## src/include/fbl_pkg.sv

```systemverilog
// Constants shared by the flash firmware loader and its testbench.
// Assumes a 25 MHz core clock and a serial flash answering the plain read command.
package fbl_pkg;

    // ========================================================================
    // Flash layout
    localparam logic [7:0]  READ_CMD      = 8'h03;
    localparam logic [23:0] LOW_HDR_ADDR  = 24'h000000;
    localparam logic [23:0] HIGH_HDR_ADDR = 24'h001000;
    localparam logic [2:0]  CMD_BYTES     = 3'h4;

    // ========================================================================
    // Header field byte positions (little endian fields)
    localparam int HDR_BYTES    = 12;
    localparam int HDR_MAGIC    = 0;
    localparam int HDR_REGION_POINTER     = 2;
    localparam int HDR_APPLICATION_OFFSET     = 5;
    localparam int HDR_LEN      = 8;
    localparam int HDR_CHECKSUM = 11;
    localparam int CFG_BYTES    = 4;

    // ========================================================================
    // Timing
    localparam int CLK_HZ       = 25_000_000;
    localparam int SPI_HZ       = 12_000_000;
    // Half period rounded up so the flash never sees more than its rated clock
    localparam int SPI_HALF_CYC = (CLK_HZ + 2 * SPI_HZ - 1) / (2 * SPI_HZ);
    localparam int UART_BAUD    = 1_000_000;
    localparam int UART_BIT_CYC = CLK_HZ / UART_BAUD;
    localparam int STRAP_WAIT   = 3;

    // ========================================================================
    // Boot sequencer states
    typedef enum logic [3:0] {
        ST_STRAP     = 4'h0,
        ST_HDR       = 4'h1,
        ST_CHECK     = 4'h2,
        ST_IMG       = 4'h3,
        ST_VERIFY    = 4'h4,
        ST_DONE      = 4'h5,
        ST_INVALID   = 4'h6,
        ST_SECONDARY = 4'h7
    } fbl_state_e;

    typedef logic [23:0] fbl_addr_t;

endpackage

```

## src/logic/fbl_fifo2.sv

```systemverilog
// Small valid/ready buffer for the image byte stream.
// Assumes one clock domain; flush empties it in one cycle.
module fbl_fifo2 #(
    parameter int WIDTH = 9,
    parameter int DEPTH = 2
) (
    input  wire logic             clock,
    input  wire logic             rst_n,
    input  wire logic             flush,
    input  wire logic [WIDTH-1:0] in_data,
    input  wire logic             in_valid,
    output logic                  in_ready,
    output logic      [WIDTH-1:0] out_data,
    output logic                  out_valid,
    input  wire logic             out_ready
);
    localparam int PW = (DEPTH > 1) ? $clog2(DEPTH) : 1;

    logic [WIDTH-1:0] mem_reg [DEPTH];
    logic [PW-1:0]    wr_ptr_reg;
    logic [PW-1:0]    rd_ptr_reg;
    logic [PW:0]      count_reg;
    logic             push;
    logic             pop;

    assign in_ready  = (count_reg != (PW+1)'(DEPTH));
    assign out_valid = (count_reg != '0);
    assign out_data  = mem_reg[rd_ptr_reg];
    assign push      = in_valid && in_ready;
    assign pop       = out_valid && out_ready;

    // ========================================================================
    // Storage
    always_ff @(posedge clock) begin
        if (push) begin
            mem_reg[wr_ptr_reg] <= in_data;
        end
    end

    // ========================================================================
    // Pointers and fill level
    always_ff @(posedge clock) begin
        if (!rst_n || flush) begin
            wr_ptr_reg <= '0;
            rd_ptr_reg <= '0;
            count_reg  <= '0;
        end else begin
            if (push) begin
                wr_ptr_reg <= (wr_ptr_reg == PW'(DEPTH-1)) ? '0 : wr_ptr_reg + 1'b1;
            end
            if (pop) begin
                rd_ptr_reg <= (rd_ptr_reg == PW'(DEPTH-1)) ? '0 : rd_ptr_reg + 1'b1;
            end
            if (push && !pop) begin
                count_reg <= count_reg + 1'b1;
            end else if (pop && !push) begin
                count_reg <= count_reg - 1'b1;
            end
        end
    end

    chk_no_overfill : assert property (@(posedge clock) disable iff (!rst_n)
        count_reg <= (PW+1)'(DEPTH)) else $error("buffer count above depth");
endmodule

```

## src/logic/fbl_loader.sv

```systemverilog
// Boot-time firmware loader: reads headers and image from serial flash over SPI.
// Assumes flash on the SPI pins, strap pin, and a consumer on the image stream.
module fbl_loader #(
    parameter logic [15:0] HEADER_MAGIC = 16'h5a3c, // Arbitrary signature value
    parameter int          FLASH_BYTES  = 1048576
) (
    input  wire logic        clock,
    input  wire logic        rst_n,
    input  wire logic        strap_pin,
    output logic             spi_sclk,
    output logic             flash_select_n,
    output logic             spi_mosi,
    input  wire logic        spi_miso,
    output logic [7:0]       img_data,
    output logic             img_last,
    output logic             img_valid,
    input  wire logic        img_ready,
    output logic             img_restart,
    output logic [31:0]      default_config,
    output logic             boot_done,
    output logic             boot_high_region,
    output logic             invalid_memory,
    output logic             swd_on_sbu,
    output logic             secondary_mode,
    output logic             uart_tx
);
    localparam int HB = fbl_pkg::HDR_BYTES;

    // ========================================================================
    // Declarations
    fbl_pkg::fbl_state_e state_reg;
    logic [1:0]          strap_sync_reg;
    logic [1:0]          miso_sync_reg;
    logic [1:0]          strap_cnt_reg;
    logic                region_high_reg;
    logic [7:0]          hdr_reg [HB];
    logic [3:0]          hdr_idx_reg;
    logic                go_reg;
    fbl_pkg::fbl_addr_t  go_addr_reg;
    logic [23:0]         go_len_reg;
    logic [7:0]          sum_reg;
    logic [2:0]          cfg_cnt_reg;
    logic [31:0]         cfg_shadow_reg;
    logic                restart_reg;
    logic                busy_reg;
    logic                sclk_reg;
    logic                sel_n_reg;
    logic [3:0]          div_reg;
    logic [2:0]          bit_reg;
    logic [31:0]         tx_sh_reg;
    logic [2:0]          cmd_left_reg;
    logic [23:0]         left_reg;
    logic [7:0]          rx_sh_reg;
    logic [7:0]          rx_byte_reg;
    logic                rx_valid_reg;
    logic                rx_last_reg;
    logic                done_reg;
    logic                may_clock;
    logic                buf_in_ready;
    logic [8:0]          buf_out;
    logic                buf_out_valid;
    logic                uart_busy_reg;
    logic [9:0]          uart_sh_reg;
    logic [3:0]          uart_bits_reg;
    logic [7:0]          uart_div_reg;
    logic                img_fire;
    logic [23:0]         region_pointer;
    logic [23:0]         application_offset;
    logic [23:0]         img_len;
    logic [25:0]         fetch_end;
    logic                hdr_ok;
    logic                fail;

    function automatic logic [23:0] le24(input logic [7:0] b0, input logic [7:0] b1,
                                         input logic [7:0] b2);
        le24 = {b2, b1, b0};
    endfunction

    // ========================================================================
    // Pin synchronisers
    always_ff @(posedge clock) begin
        if (!rst_n) begin
            strap_sync_reg <= 2'h3;
            miso_sync_reg  <= 2'h0;
        end else begin
            strap_sync_reg <= {strap_sync_reg[0], strap_pin};
            miso_sync_reg  <= {miso_sync_reg[0], spi_miso};
        end
    end

    // ========================================================================
    // Header decode
    assign region_pointer      = le24(hdr_reg[fbl_pkg::HDR_REGION_POINTER], hdr_reg[fbl_pkg::HDR_REGION_POINTER+1],
                            hdr_reg[fbl_pkg::HDR_REGION_POINTER+2]);
    assign application_offset      = le24(hdr_reg[fbl_pkg::HDR_APPLICATION_OFFSET], hdr_reg[fbl_pkg::HDR_APPLICATION_OFFSET+1],
                            hdr_reg[fbl_pkg::HDR_APPLICATION_OFFSET+2]);
    assign img_len   = le24(hdr_reg[fbl_pkg::HDR_LEN], hdr_reg[fbl_pkg::HDR_LEN+1],
                            hdr_reg[fbl_pkg::HDR_LEN+2]);
    assign fetch_end = {2'h0, region_pointer} + {2'h0, application_offset} + {2'h0, img_len};
    assign hdr_ok    = ({hdr_reg[fbl_pkg::HDR_MAGIC+1], hdr_reg[fbl_pkg::HDR_MAGIC]} == HEADER_MAGIC)
                       && (img_len != 24'h0) && (fetch_end <= 26'(FLASH_BYTES));
    assign fail      = (state_reg == fbl_pkg::ST_CHECK && !hdr_ok)
                       || (state_reg == fbl_pkg::ST_VERIFY && sum_reg != hdr_reg[fbl_pkg::HDR_CHECKSUM]);

    // ========================================================================
    // Boot sequencer
    always_ff @(posedge clock) begin
        if (!rst_n) begin
            state_reg       <= fbl_pkg::ST_STRAP;
            strap_cnt_reg   <= 2'h0;
            region_high_reg <= 1'b0;
            hdr_idx_reg     <= 4'h0;
            go_reg          <= 1'b0;
            go_addr_reg     <= 24'h0;
            go_len_reg      <= 24'h0;
            sum_reg         <= 8'h0;
            cfg_cnt_reg     <= 3'h0;
            cfg_shadow_reg  <= 32'h0;
            default_config  <= 32'h0;
            restart_reg     <= 1'b0;
        end else begin
            go_reg      <= 1'b0;
            restart_reg <= 1'b0;
            case (state_reg)
                fbl_pkg::ST_STRAP: begin
                    strap_cnt_reg <= strap_cnt_reg + 1'b1;
                    if (strap_cnt_reg == 2'(fbl_pkg::STRAP_WAIT)) begin
                        if (!strap_sync_reg[1]) begin
                            state_reg   <= fbl_pkg::ST_HDR;
                            go_reg      <= 1'b1;
                            go_addr_reg <= fbl_pkg::LOW_HDR_ADDR;
                            go_len_reg  <= 24'(HB);
                            hdr_idx_reg <= 4'h0;
                        end else begin
                            state_reg <= fbl_pkg::ST_SECONDARY;
                        end
                    end
                end
                fbl_pkg::ST_HDR: begin
                    if (rx_valid_reg) begin
                        hdr_reg[hdr_idx_reg] <= rx_byte_reg;
                        hdr_idx_reg          <= hdr_idx_reg + 1'b1;
                    end
                    if (done_reg) begin
                        state_reg <= fbl_pkg::ST_CHECK;
                    end
                end
                fbl_pkg::ST_CHECK: begin
                    if (hdr_ok) begin
                        state_reg   <= fbl_pkg::ST_IMG;
                        go_reg      <= 1'b1;
                        go_addr_reg <= region_pointer + application_offset;
                        go_len_reg  <= img_len;
                        sum_reg     <= 8'h0;
                        cfg_cnt_reg <= 3'h0;
                    end
                end
                fbl_pkg::ST_IMG: begin
                    if (rx_valid_reg) begin
                        sum_reg <= sum_reg + rx_byte_reg;
                        if (cfg_cnt_reg != 3'(fbl_pkg::CFG_BYTES)) begin
                            cfg_shadow_reg <= {rx_byte_reg, cfg_shadow_reg[31:8]};
                            cfg_cnt_reg    <= cfg_cnt_reg + 1'b1;
                        end
                    end
                    if (done_reg) begin
                        state_reg <= fbl_pkg::ST_VERIFY;
                    end
                end
                fbl_pkg::ST_VERIFY: begin
                    if (!fail) begin
                        state_reg      <= fbl_pkg::ST_DONE;
                        default_config <= cfg_shadow_reg;
                    end
                end
                fbl_pkg::ST_DONE, fbl_pkg::ST_INVALID, fbl_pkg::ST_SECONDARY: begin
                    state_reg <= state_reg;
                end
                default: begin
                    state_reg <= fbl_pkg::ST_INVALID;
                end
            endcase
            // A half-written low region fails its check and the high region takes over; a failing high region ends in invalid
            if (fail) begin
                if (!region_high_reg) begin
                    region_high_reg <= 1'b1;
                    restart_reg     <= (state_reg == fbl_pkg::ST_VERIFY);
                    state_reg       <= fbl_pkg::ST_HDR;
                    go_reg          <= 1'b1;
                    go_addr_reg     <= fbl_pkg::HIGH_HDR_ADDR;
                    go_len_reg      <= 24'(HB);
                    hdr_idx_reg     <= 4'h0;
                end else begin
                    state_reg <= fbl_pkg::ST_INVALID;
                end
            end
        end
    end

    // ========================================================================
    // SPI master, mode 0
    // Miso is read two cycles late through the synchroniser, so it is taken at the
    // falling edge, which reflects the pin near the rising edge
    assign may_clock = !(state_reg == fbl_pkg::ST_IMG && cmd_left_reg == 3'h0
                         && bit_reg == 3'h0 && !buf_in_ready);

    always_ff @(posedge clock) begin
        if (!rst_n) begin
            busy_reg     <= 1'b0;
            sclk_reg     <= 1'b0;
            sel_n_reg    <= 1'b1;
            div_reg      <= 4'h0;
            bit_reg      <= 3'h0;
            tx_sh_reg    <= 32'h0;
            cmd_left_reg <= 3'h0;
            left_reg     <= 24'h0;
            rx_sh_reg    <= 8'h0;
            rx_byte_reg  <= 8'h0;
            rx_valid_reg <= 1'b0;
            rx_last_reg  <= 1'b0;
            done_reg     <= 1'b0;
        end else begin
            rx_valid_reg <= 1'b0;
            done_reg     <= 1'b0;
            if (go_reg) begin
                busy_reg     <= 1'b1;
                sel_n_reg    <= 1'b0;
                sclk_reg     <= 1'b0;
                div_reg      <= 4'h0;
                bit_reg      <= 3'h0;
                tx_sh_reg    <= {fbl_pkg::READ_CMD, go_addr_reg};
                cmd_left_reg <= fbl_pkg::CMD_BYTES;
                left_reg     <= go_len_reg;
            end else if (busy_reg) begin
                if (div_reg == 4'(fbl_pkg::SPI_HALF_CYC - 1)) begin
                    div_reg <= 4'h0;
                    if (!sclk_reg) begin
                        sclk_reg <= may_clock;
                    end else begin
                        sclk_reg  <= 1'b0;
                        rx_sh_reg <= {rx_sh_reg[6:0], miso_sync_reg[1]};
                        tx_sh_reg <= {tx_sh_reg[30:0], 1'b0};
                        bit_reg   <= bit_reg + 1'b1;
                        if (bit_reg == 3'h7) begin
                            if (cmd_left_reg != 3'h0) begin
                                cmd_left_reg <= cmd_left_reg - 1'b1;
                            end else begin
                                rx_byte_reg  <= {rx_sh_reg[6:0], miso_sync_reg[1]};
                                rx_valid_reg <= 1'b1;
                                rx_last_reg  <= (left_reg == 24'h1);
                                left_reg     <= left_reg - 1'b1;
                                if (left_reg == 24'h1) begin
                                    busy_reg  <= 1'b0;
                                    sel_n_reg <= 1'b1;
                                    done_reg  <= 1'b1;
                                end
                            end
                        end
                    end
                end else begin
                    div_reg <= div_reg + 1'b1;
                end
            end
        end
    end

    assign spi_sclk       = sclk_reg;
    assign flash_select_n = sel_n_reg;
    assign spi_mosi       = tx_sh_reg[31];

    // ========================================================================
    // Image stream buffer; a stall here holds the serial clock between bytes
    fbl_fifo2 #(
        .WIDTH (9),
        .DEPTH (2)
    ) u_buf (
        .clock     (clock),
        .rst_n     (rst_n),
        .flush     (restart_reg),
        .in_data   ({rx_last_reg, rx_byte_reg}),
        .in_valid  (rx_valid_reg && state_reg == fbl_pkg::ST_IMG),
        .in_ready  (buf_in_ready),
        .out_data  (buf_out),
        .out_valid (buf_out_valid),
        .out_ready (img_ready && !uart_busy_reg)
    );

    assign img_data  = buf_out[7:0];
    assign img_last  = buf_out[8];
    assign img_valid = buf_out_valid && !uart_busy_reg;
    assign img_fire  = img_valid && img_ready;

    // ========================================================================
    // UART forwarding to the secondary, 8N1
    always_ff @(posedge clock) begin
        if (!rst_n) begin
            uart_busy_reg <= 1'b0;
            uart_sh_reg   <= 10'h3ff;
            uart_bits_reg <= 4'h0;
            uart_div_reg  <= 8'h0;
        end else if (img_fire) begin
            uart_busy_reg <= 1'b1;
            uart_sh_reg   <= {1'b1, buf_out[7:0], 1'b0};
            uart_bits_reg <= 4'h0;
            uart_div_reg  <= 8'h0;
        end else if (uart_busy_reg) begin
            if (uart_div_reg == 8'(fbl_pkg::UART_BIT_CYC - 1)) begin
                uart_div_reg  <= 8'h0;
                uart_sh_reg   <= {1'b1, uart_sh_reg[9:1]};
                uart_bits_reg <= uart_bits_reg + 1'b1;
                uart_busy_reg <= (uart_bits_reg != 4'h9);
            end else begin
                uart_div_reg <= uart_div_reg + 1'b1;
            end
        end
    end

    assign uart_tx          = uart_sh_reg[0];
    assign img_restart      = restart_reg;
    assign boot_done        = (state_reg == fbl_pkg::ST_DONE);
    assign boot_high_region = region_high_reg;
    assign invalid_memory   = (state_reg == fbl_pkg::ST_INVALID);
    assign swd_on_sbu       = invalid_memory;
    assign secondary_mode   = (state_reg == fbl_pkg::ST_SECONDARY);

    // ========================================================================
    // Checks
    chk_sclk_idle_low : assert property (@(posedge clock) disable iff (!rst_n)
        !busy_reg |-> !spi_sclk) else $error("serial clock not low while idle");
    chk_select_covers_clk : assert property (@(posedge clock) disable iff (!rst_n)
        spi_sclk |-> !flash_select_n) else $error("clock pulse outside select");
    chk_first_bit : assert property (@(posedge clock) disable iff (!rst_n)
        $fell(flash_select_n) |-> spi_mosi == fbl_pkg::READ_CMD[7] && tx_sh_reg[31:24] == fbl_pkg::READ_CMD)
        else $error("first bit not ready");
    chk_mosi_high_stable : assert property (@(posedge clock) disable iff (!rst_n)
        spi_sclk && $past(spi_sclk) |-> $stable(spi_mosi)) else $error("mosi moved while clock high");
    chk_low_first : assert property (@(posedge clock) disable iff (!rst_n)
        $past(state_reg) == fbl_pkg::ST_STRAP && state_reg == fbl_pkg::ST_HDR
        |-> !region_high_reg && go_addr_reg == fbl_pkg::LOW_HDR_ADDR) else $error("low region not first");
    chk_fallback : assert property (@(posedge clock) disable iff (!rst_n)
        fail && !region_high_reg |=> region_high_reg && go_reg && go_addr_reg == fbl_pkg::HIGH_HDR_ADDR)
        else $error("no fallback to high region");
    chk_invalid_flow : assert property (@(posedge clock) disable iff (!rst_n)
        fail && region_high_reg |=> invalid_memory && swd_on_sbu) else $error("invalid flow not entered");
    chk_fetch_addr : assert property (@(posedge clock) disable iff (!rst_n)
        state_reg == fbl_pkg::ST_CHECK && hdr_ok |=> go_addr_reg == $past(region_pointer) + $past(application_offset))
        else $error("fetch address wrong");
    chk_secondary_quiet : assert property (@(posedge clock) disable iff (!rst_n)
        secondary_mode |-> flash_select_n && !busy_reg) else $error("secondary touched flash");
    chk_config_load : assert property (@(posedge clock) disable iff (!rst_n)
        $rose(boot_done) |-> default_config == cfg_shadow_reg) else $error("config not taken from image");
endmodule

```

## config.mk

```make
export PLATFORM = sky130hd
export DESIGN_NAME = fbl_loader
export DESIGN_NICKNAME = d
export VERILOG_FILES = /design/src/include/fbl_pkg.sv /design/src/logic/fbl_fifo2.sv /design/src/logic/fbl_loader.sv
export SDC_FILE = /design/constraint.sdc
export NUM_CORES = 1
export LEC_CHECK = 0
export ABC_AREA = 1
export BUFFER_PORTS_ARGS = -buffer_cell sky130_fd_sc_hd__buf_2
export CORE_UTILIZATION = 40
export DETAILED_ROUTE_END_ITERATION = 10
export GPL_TIMING_DRIVEN = 1
export PLACE_DENSITY_LB_ADDON = 0.12
export SETUP_SLACK_MARGIN = 0.05
export SLEW_MARGIN = 40
export SYNTH_ARGS = -nofsm -noshare
export SYNTH_HDL_FRONTEND = slang
export SYNTH_SLANG_ARGS = --single-unit
export TNS_END_PERCENT = 50
```

## constraint.sdc

```tcl
create_clock -name clock -period 3.9 [get_ports clock]
set_input_delay 0.195 -clock clock [delete_from_list [all_inputs] [get_ports clock]]
set_output_delay 0.195 -clock clock [all_outputs]
set_load 0.03 [all_outputs]
```

==> metrics <==
Largest register FFs 96; post-synth top area cell dfxtp_1; crit-path cells fa_1 -> ha_2 -> inv_2 -> fa_2 -> nand3b_1 -> nor2_1 -> nand3_1 -> nor2_1 -> nand2_1 -> nor2_2 -> nand2_1 -> nor3_2 -> nand2_1 -> nand2_4 -> nand2_4 -> nand2_8 -> nand2_8 -> nand2_8 -> nand2_8 -> clkbuf_16 -> a21oi_2; class of the worst hold path in -> reg; Final Max Slew Viols 0; top cell type's share of synthesized area 0.280; Post-Syn Nets 2316; synth warn 0; register area 8490 um^2; Clock Latency Late Sink 0.58 ns; largest net degree at the start of global routing 78; required time of the critical path around 4.4 ns; Yosys reg bits about 370; worst setup path end go_addr_reg[19]; via count around 15000; Port Buffers 56; endpoints failing setup 0; CP top delay family simple AND/OR/NAND/NOR gates; synth top area cells dfxtp_1 (28%), edfxtp_1 (19%), nand2_1 (11%), nor2_1 (5.4%), a21oi_1 (5.2%); Top Usage Layer GRT met2; Total GRT Usage 0.217; top_reg_cell synth dfxtp_1; Pwr Density 502 nW/um^2; Cell Area, Synth between 15000 and 20000 um^2; Buf/Inv on CP 2; IO Pins 57; row cnt slightly below 80; Post-synth top cells nand2_1 (514), nor2_1 (260), dfxtp_1 (253); most frequent cell after synthesis nand2_1; number of global-route vias before repair 14409; cell-internal power around 7.4 mW; Worst-path clk slew about 0.06 ns; Setup crit start hdr_reg[2][1]; met3 Use GR 0.0351; width of the die about 210 um; status complete, no violations; Die Y roughly 210 um; first-pass GRT wire length about 79000 um; initial antenna violation count 1; Worst Clk Skew roughly 0.019 ns; Critical Path Fanout Max 7; Syn Area/Cell 8.19 um^2; sequential fraction of design power 0.397; detailed-route DRC error count 0; share of post-route cells with drive strength above 1 0.132; CP max stage cell fa_1; fin crit period approximately 3.7 ns; stages on the worst setup path 21; Critical Path AT between 4 and 5 ns; Reg2Reg Launch Point hdr_reg[2][1]; multi-input logic area 8570 um^2; Startpoint Class flip-flop; GR Overflow Total 0; Final GP Congestion 0.873; Starting DRT DRC Count 1027; Filler Cell Count between 4000 and 5000; starting density of the core 0.408; Area Growth Syn to Fin 16.3%; Core ar. 44400 um^2; Clk pwr share 0.408; Sinks on Clock Net 367; DR vias/cell slightly above 5; slack of the critical path 0.236 ns; FMAX 273 MHz; NumNets Final 2402; first-pass iteration count of the detailed router 5; sw frac 0.300; met2 GRT Util 0.344; HPWL Detailed about 36000 um; aggregate routed wire length ~51000 um; clock buffer depth 3; NetSw approximately 3.2 mW; Place WS between 0.1 and 0.15 ns; P_leak between 7 and 8 nW; final period utilization 0.939; die footprint 46100 um^2; number of library cell types mapped by synthesis 57; Detail Route Antenna Nets 0; Worst R2R Path Depth 21; Hold Vio Cnt, Final 0; Num CTS Buffers 42; Max stage delay on crit path approximately 0.57 ns; H-tree levels 2; max cap viols 0; CTS tree yes; Seq/Total Area, Yosys 0.469; R2R setup slack 0.24 ns; Root Driver clkbuf_16; ys async rst share 0; CP Class reg -> reg; Gate power share 0.195; CP Capture Type flip-flop; n_diodes 0; met1 Use GR 0.308; Worst path most repeated cell nand2_8; Post-synth EDFFs 114; Slew headroom 0.478; cell count after synthesis 2212; Least-Margin Pin Slew just under 0.8 ns; drt wl/cell 17.4 um; total power draw roughly 11 mW; worst vdd ir between 0.4 and 0.5 mV; unrepaired setup endpoints after global routing yes; reg-to-reg endpoint go_addr_reg[19]
area by class of cell:
class,instances,area share
Multi-Input combinational cell,1555,0.407
Timing Repair Buffer,119,0.0433
Clock inverter,17,0.0120
Tap cell,592,0.0352
Clock buffer,61,0.0617
Sequential cell,367,0.403
Inverter,213,0.0381
worst register-to-register path: stages (launching register included):
cell	delay, ns
edfxtp_1	0.43
fa_1	0.57
ha_2	0.19
inv_2	0.04
fa_2	0.51
nand3b_1	0.10
nor2_1	0.12
nand3_1	0.09
nor2_1	0.11
nand2_1	0.06
nor2_2	0.11
nand2_1	0.09
nor3_2	0.17
nand2_1	0.11
nand2_4	0.12
nand2_4	0.09
nand2_8	0.10
nand2_8	0.07
nand2_8	0.10
nand2_8	0.10
clkbuf_16	0.23
a21oi_2	0.10
worst min path at each step:
stage | start | endpoint | slack [ns] | cells after the start
after floorplan | spi_miso | miso_sync_reg[0] | 0.29 | 2
after global placement | strap_pin | strap_sync_reg[0] | 0.39 | 2
after detailed placement | strap_pin | strap_sync_reg[0] | 0.40 | 2
after CTS | img_ready | uart_busy_reg | 0.17 | 3
after global routing | img_ready | uart_busy_reg | 0.20 | 3
final | img_ready | uart_busy_reg | 0.19 | 3
what timing repair did:
| action | CTS | global route |
|---|---|---|
| hold buffers | 2 | 0 |
| hold endpoints to repair | 2 | 0 |
| resized for setup | 0 | 35 |
| buffers inserted | 0 | 10 |
| setup endpoints to repair | 0 | 97 |
through the flow:
| stage | util | setup TNS [ns] | cells | cell area (um^2) | hold slack, ns |
|---|---|---|---|---|---|
| after floorplan | - | 0 | 2212 | 18100 | 0.293 |
| after global placement | 0.431 | 0 | 2827 | 19100 | 0.390 |
| after detailed placement | 0.431 | 0 | 2827 | 19100 | 0.397 |
| after CTS | 0.466 | 0 | 2907 | 20700 | 0.166 |
| after global routing | 0.474 | -0.00426 | 2924 | 21100 | 0.195 |
| final | 0.474 | 0 | 2924 | 21100 | 0.190 |
power by group through the flow:
| stage | sequential, mW | clock (mW) | combinational [mW] |
|---|---|---|---|
| after floorplan | 4.23 | 0 | 1.43 |
| after global placement | 4.27 | 0 | 1.81 |
| after detailed placement | 4.28 | 0 | 1.82 |
| after CTS | 4.19 | 4.39 | 1.84 |
| after global routing | 4.22 | 4.55 | 2.30 |
| final | 4.20 | 4.31 | 2.06 |
cells in the final DEF, fill, tap and decap left out, types with 46 or more instances in the layout:
cell type and count:
inv_1 202, nor2_1 253, ha_1 70, dfxtp_1 252, nand2_1 506, a21oi_2 47, a21oi_1 184, buf_2 56
nand4_1 51, nand3_1 74, o21ai_0 123, clkbuf_16 49, edfxtp_1 114, buf_4 46
logic make-up after synthesis:
group                    after synthesis  share of synthesized area
AND/OR/NAND/NOR                      993                      0.234
adder cells (fa/ha/maj)               99                     0.0796
AO/OA/AOI/OAI                        434                      0.140
buffers and inverters                290                     0.0644
flip-flops                           367                      0.469
XOR/XNOR                              29                     0.0140
routing by layer:
metal  wire length, um  up-vias
met2             22900      321
met3              2550       57
met1             24600     7245
met5                 0        -
met4               888        0
li1                  -     7554
(Power assumes the default switching activity.)
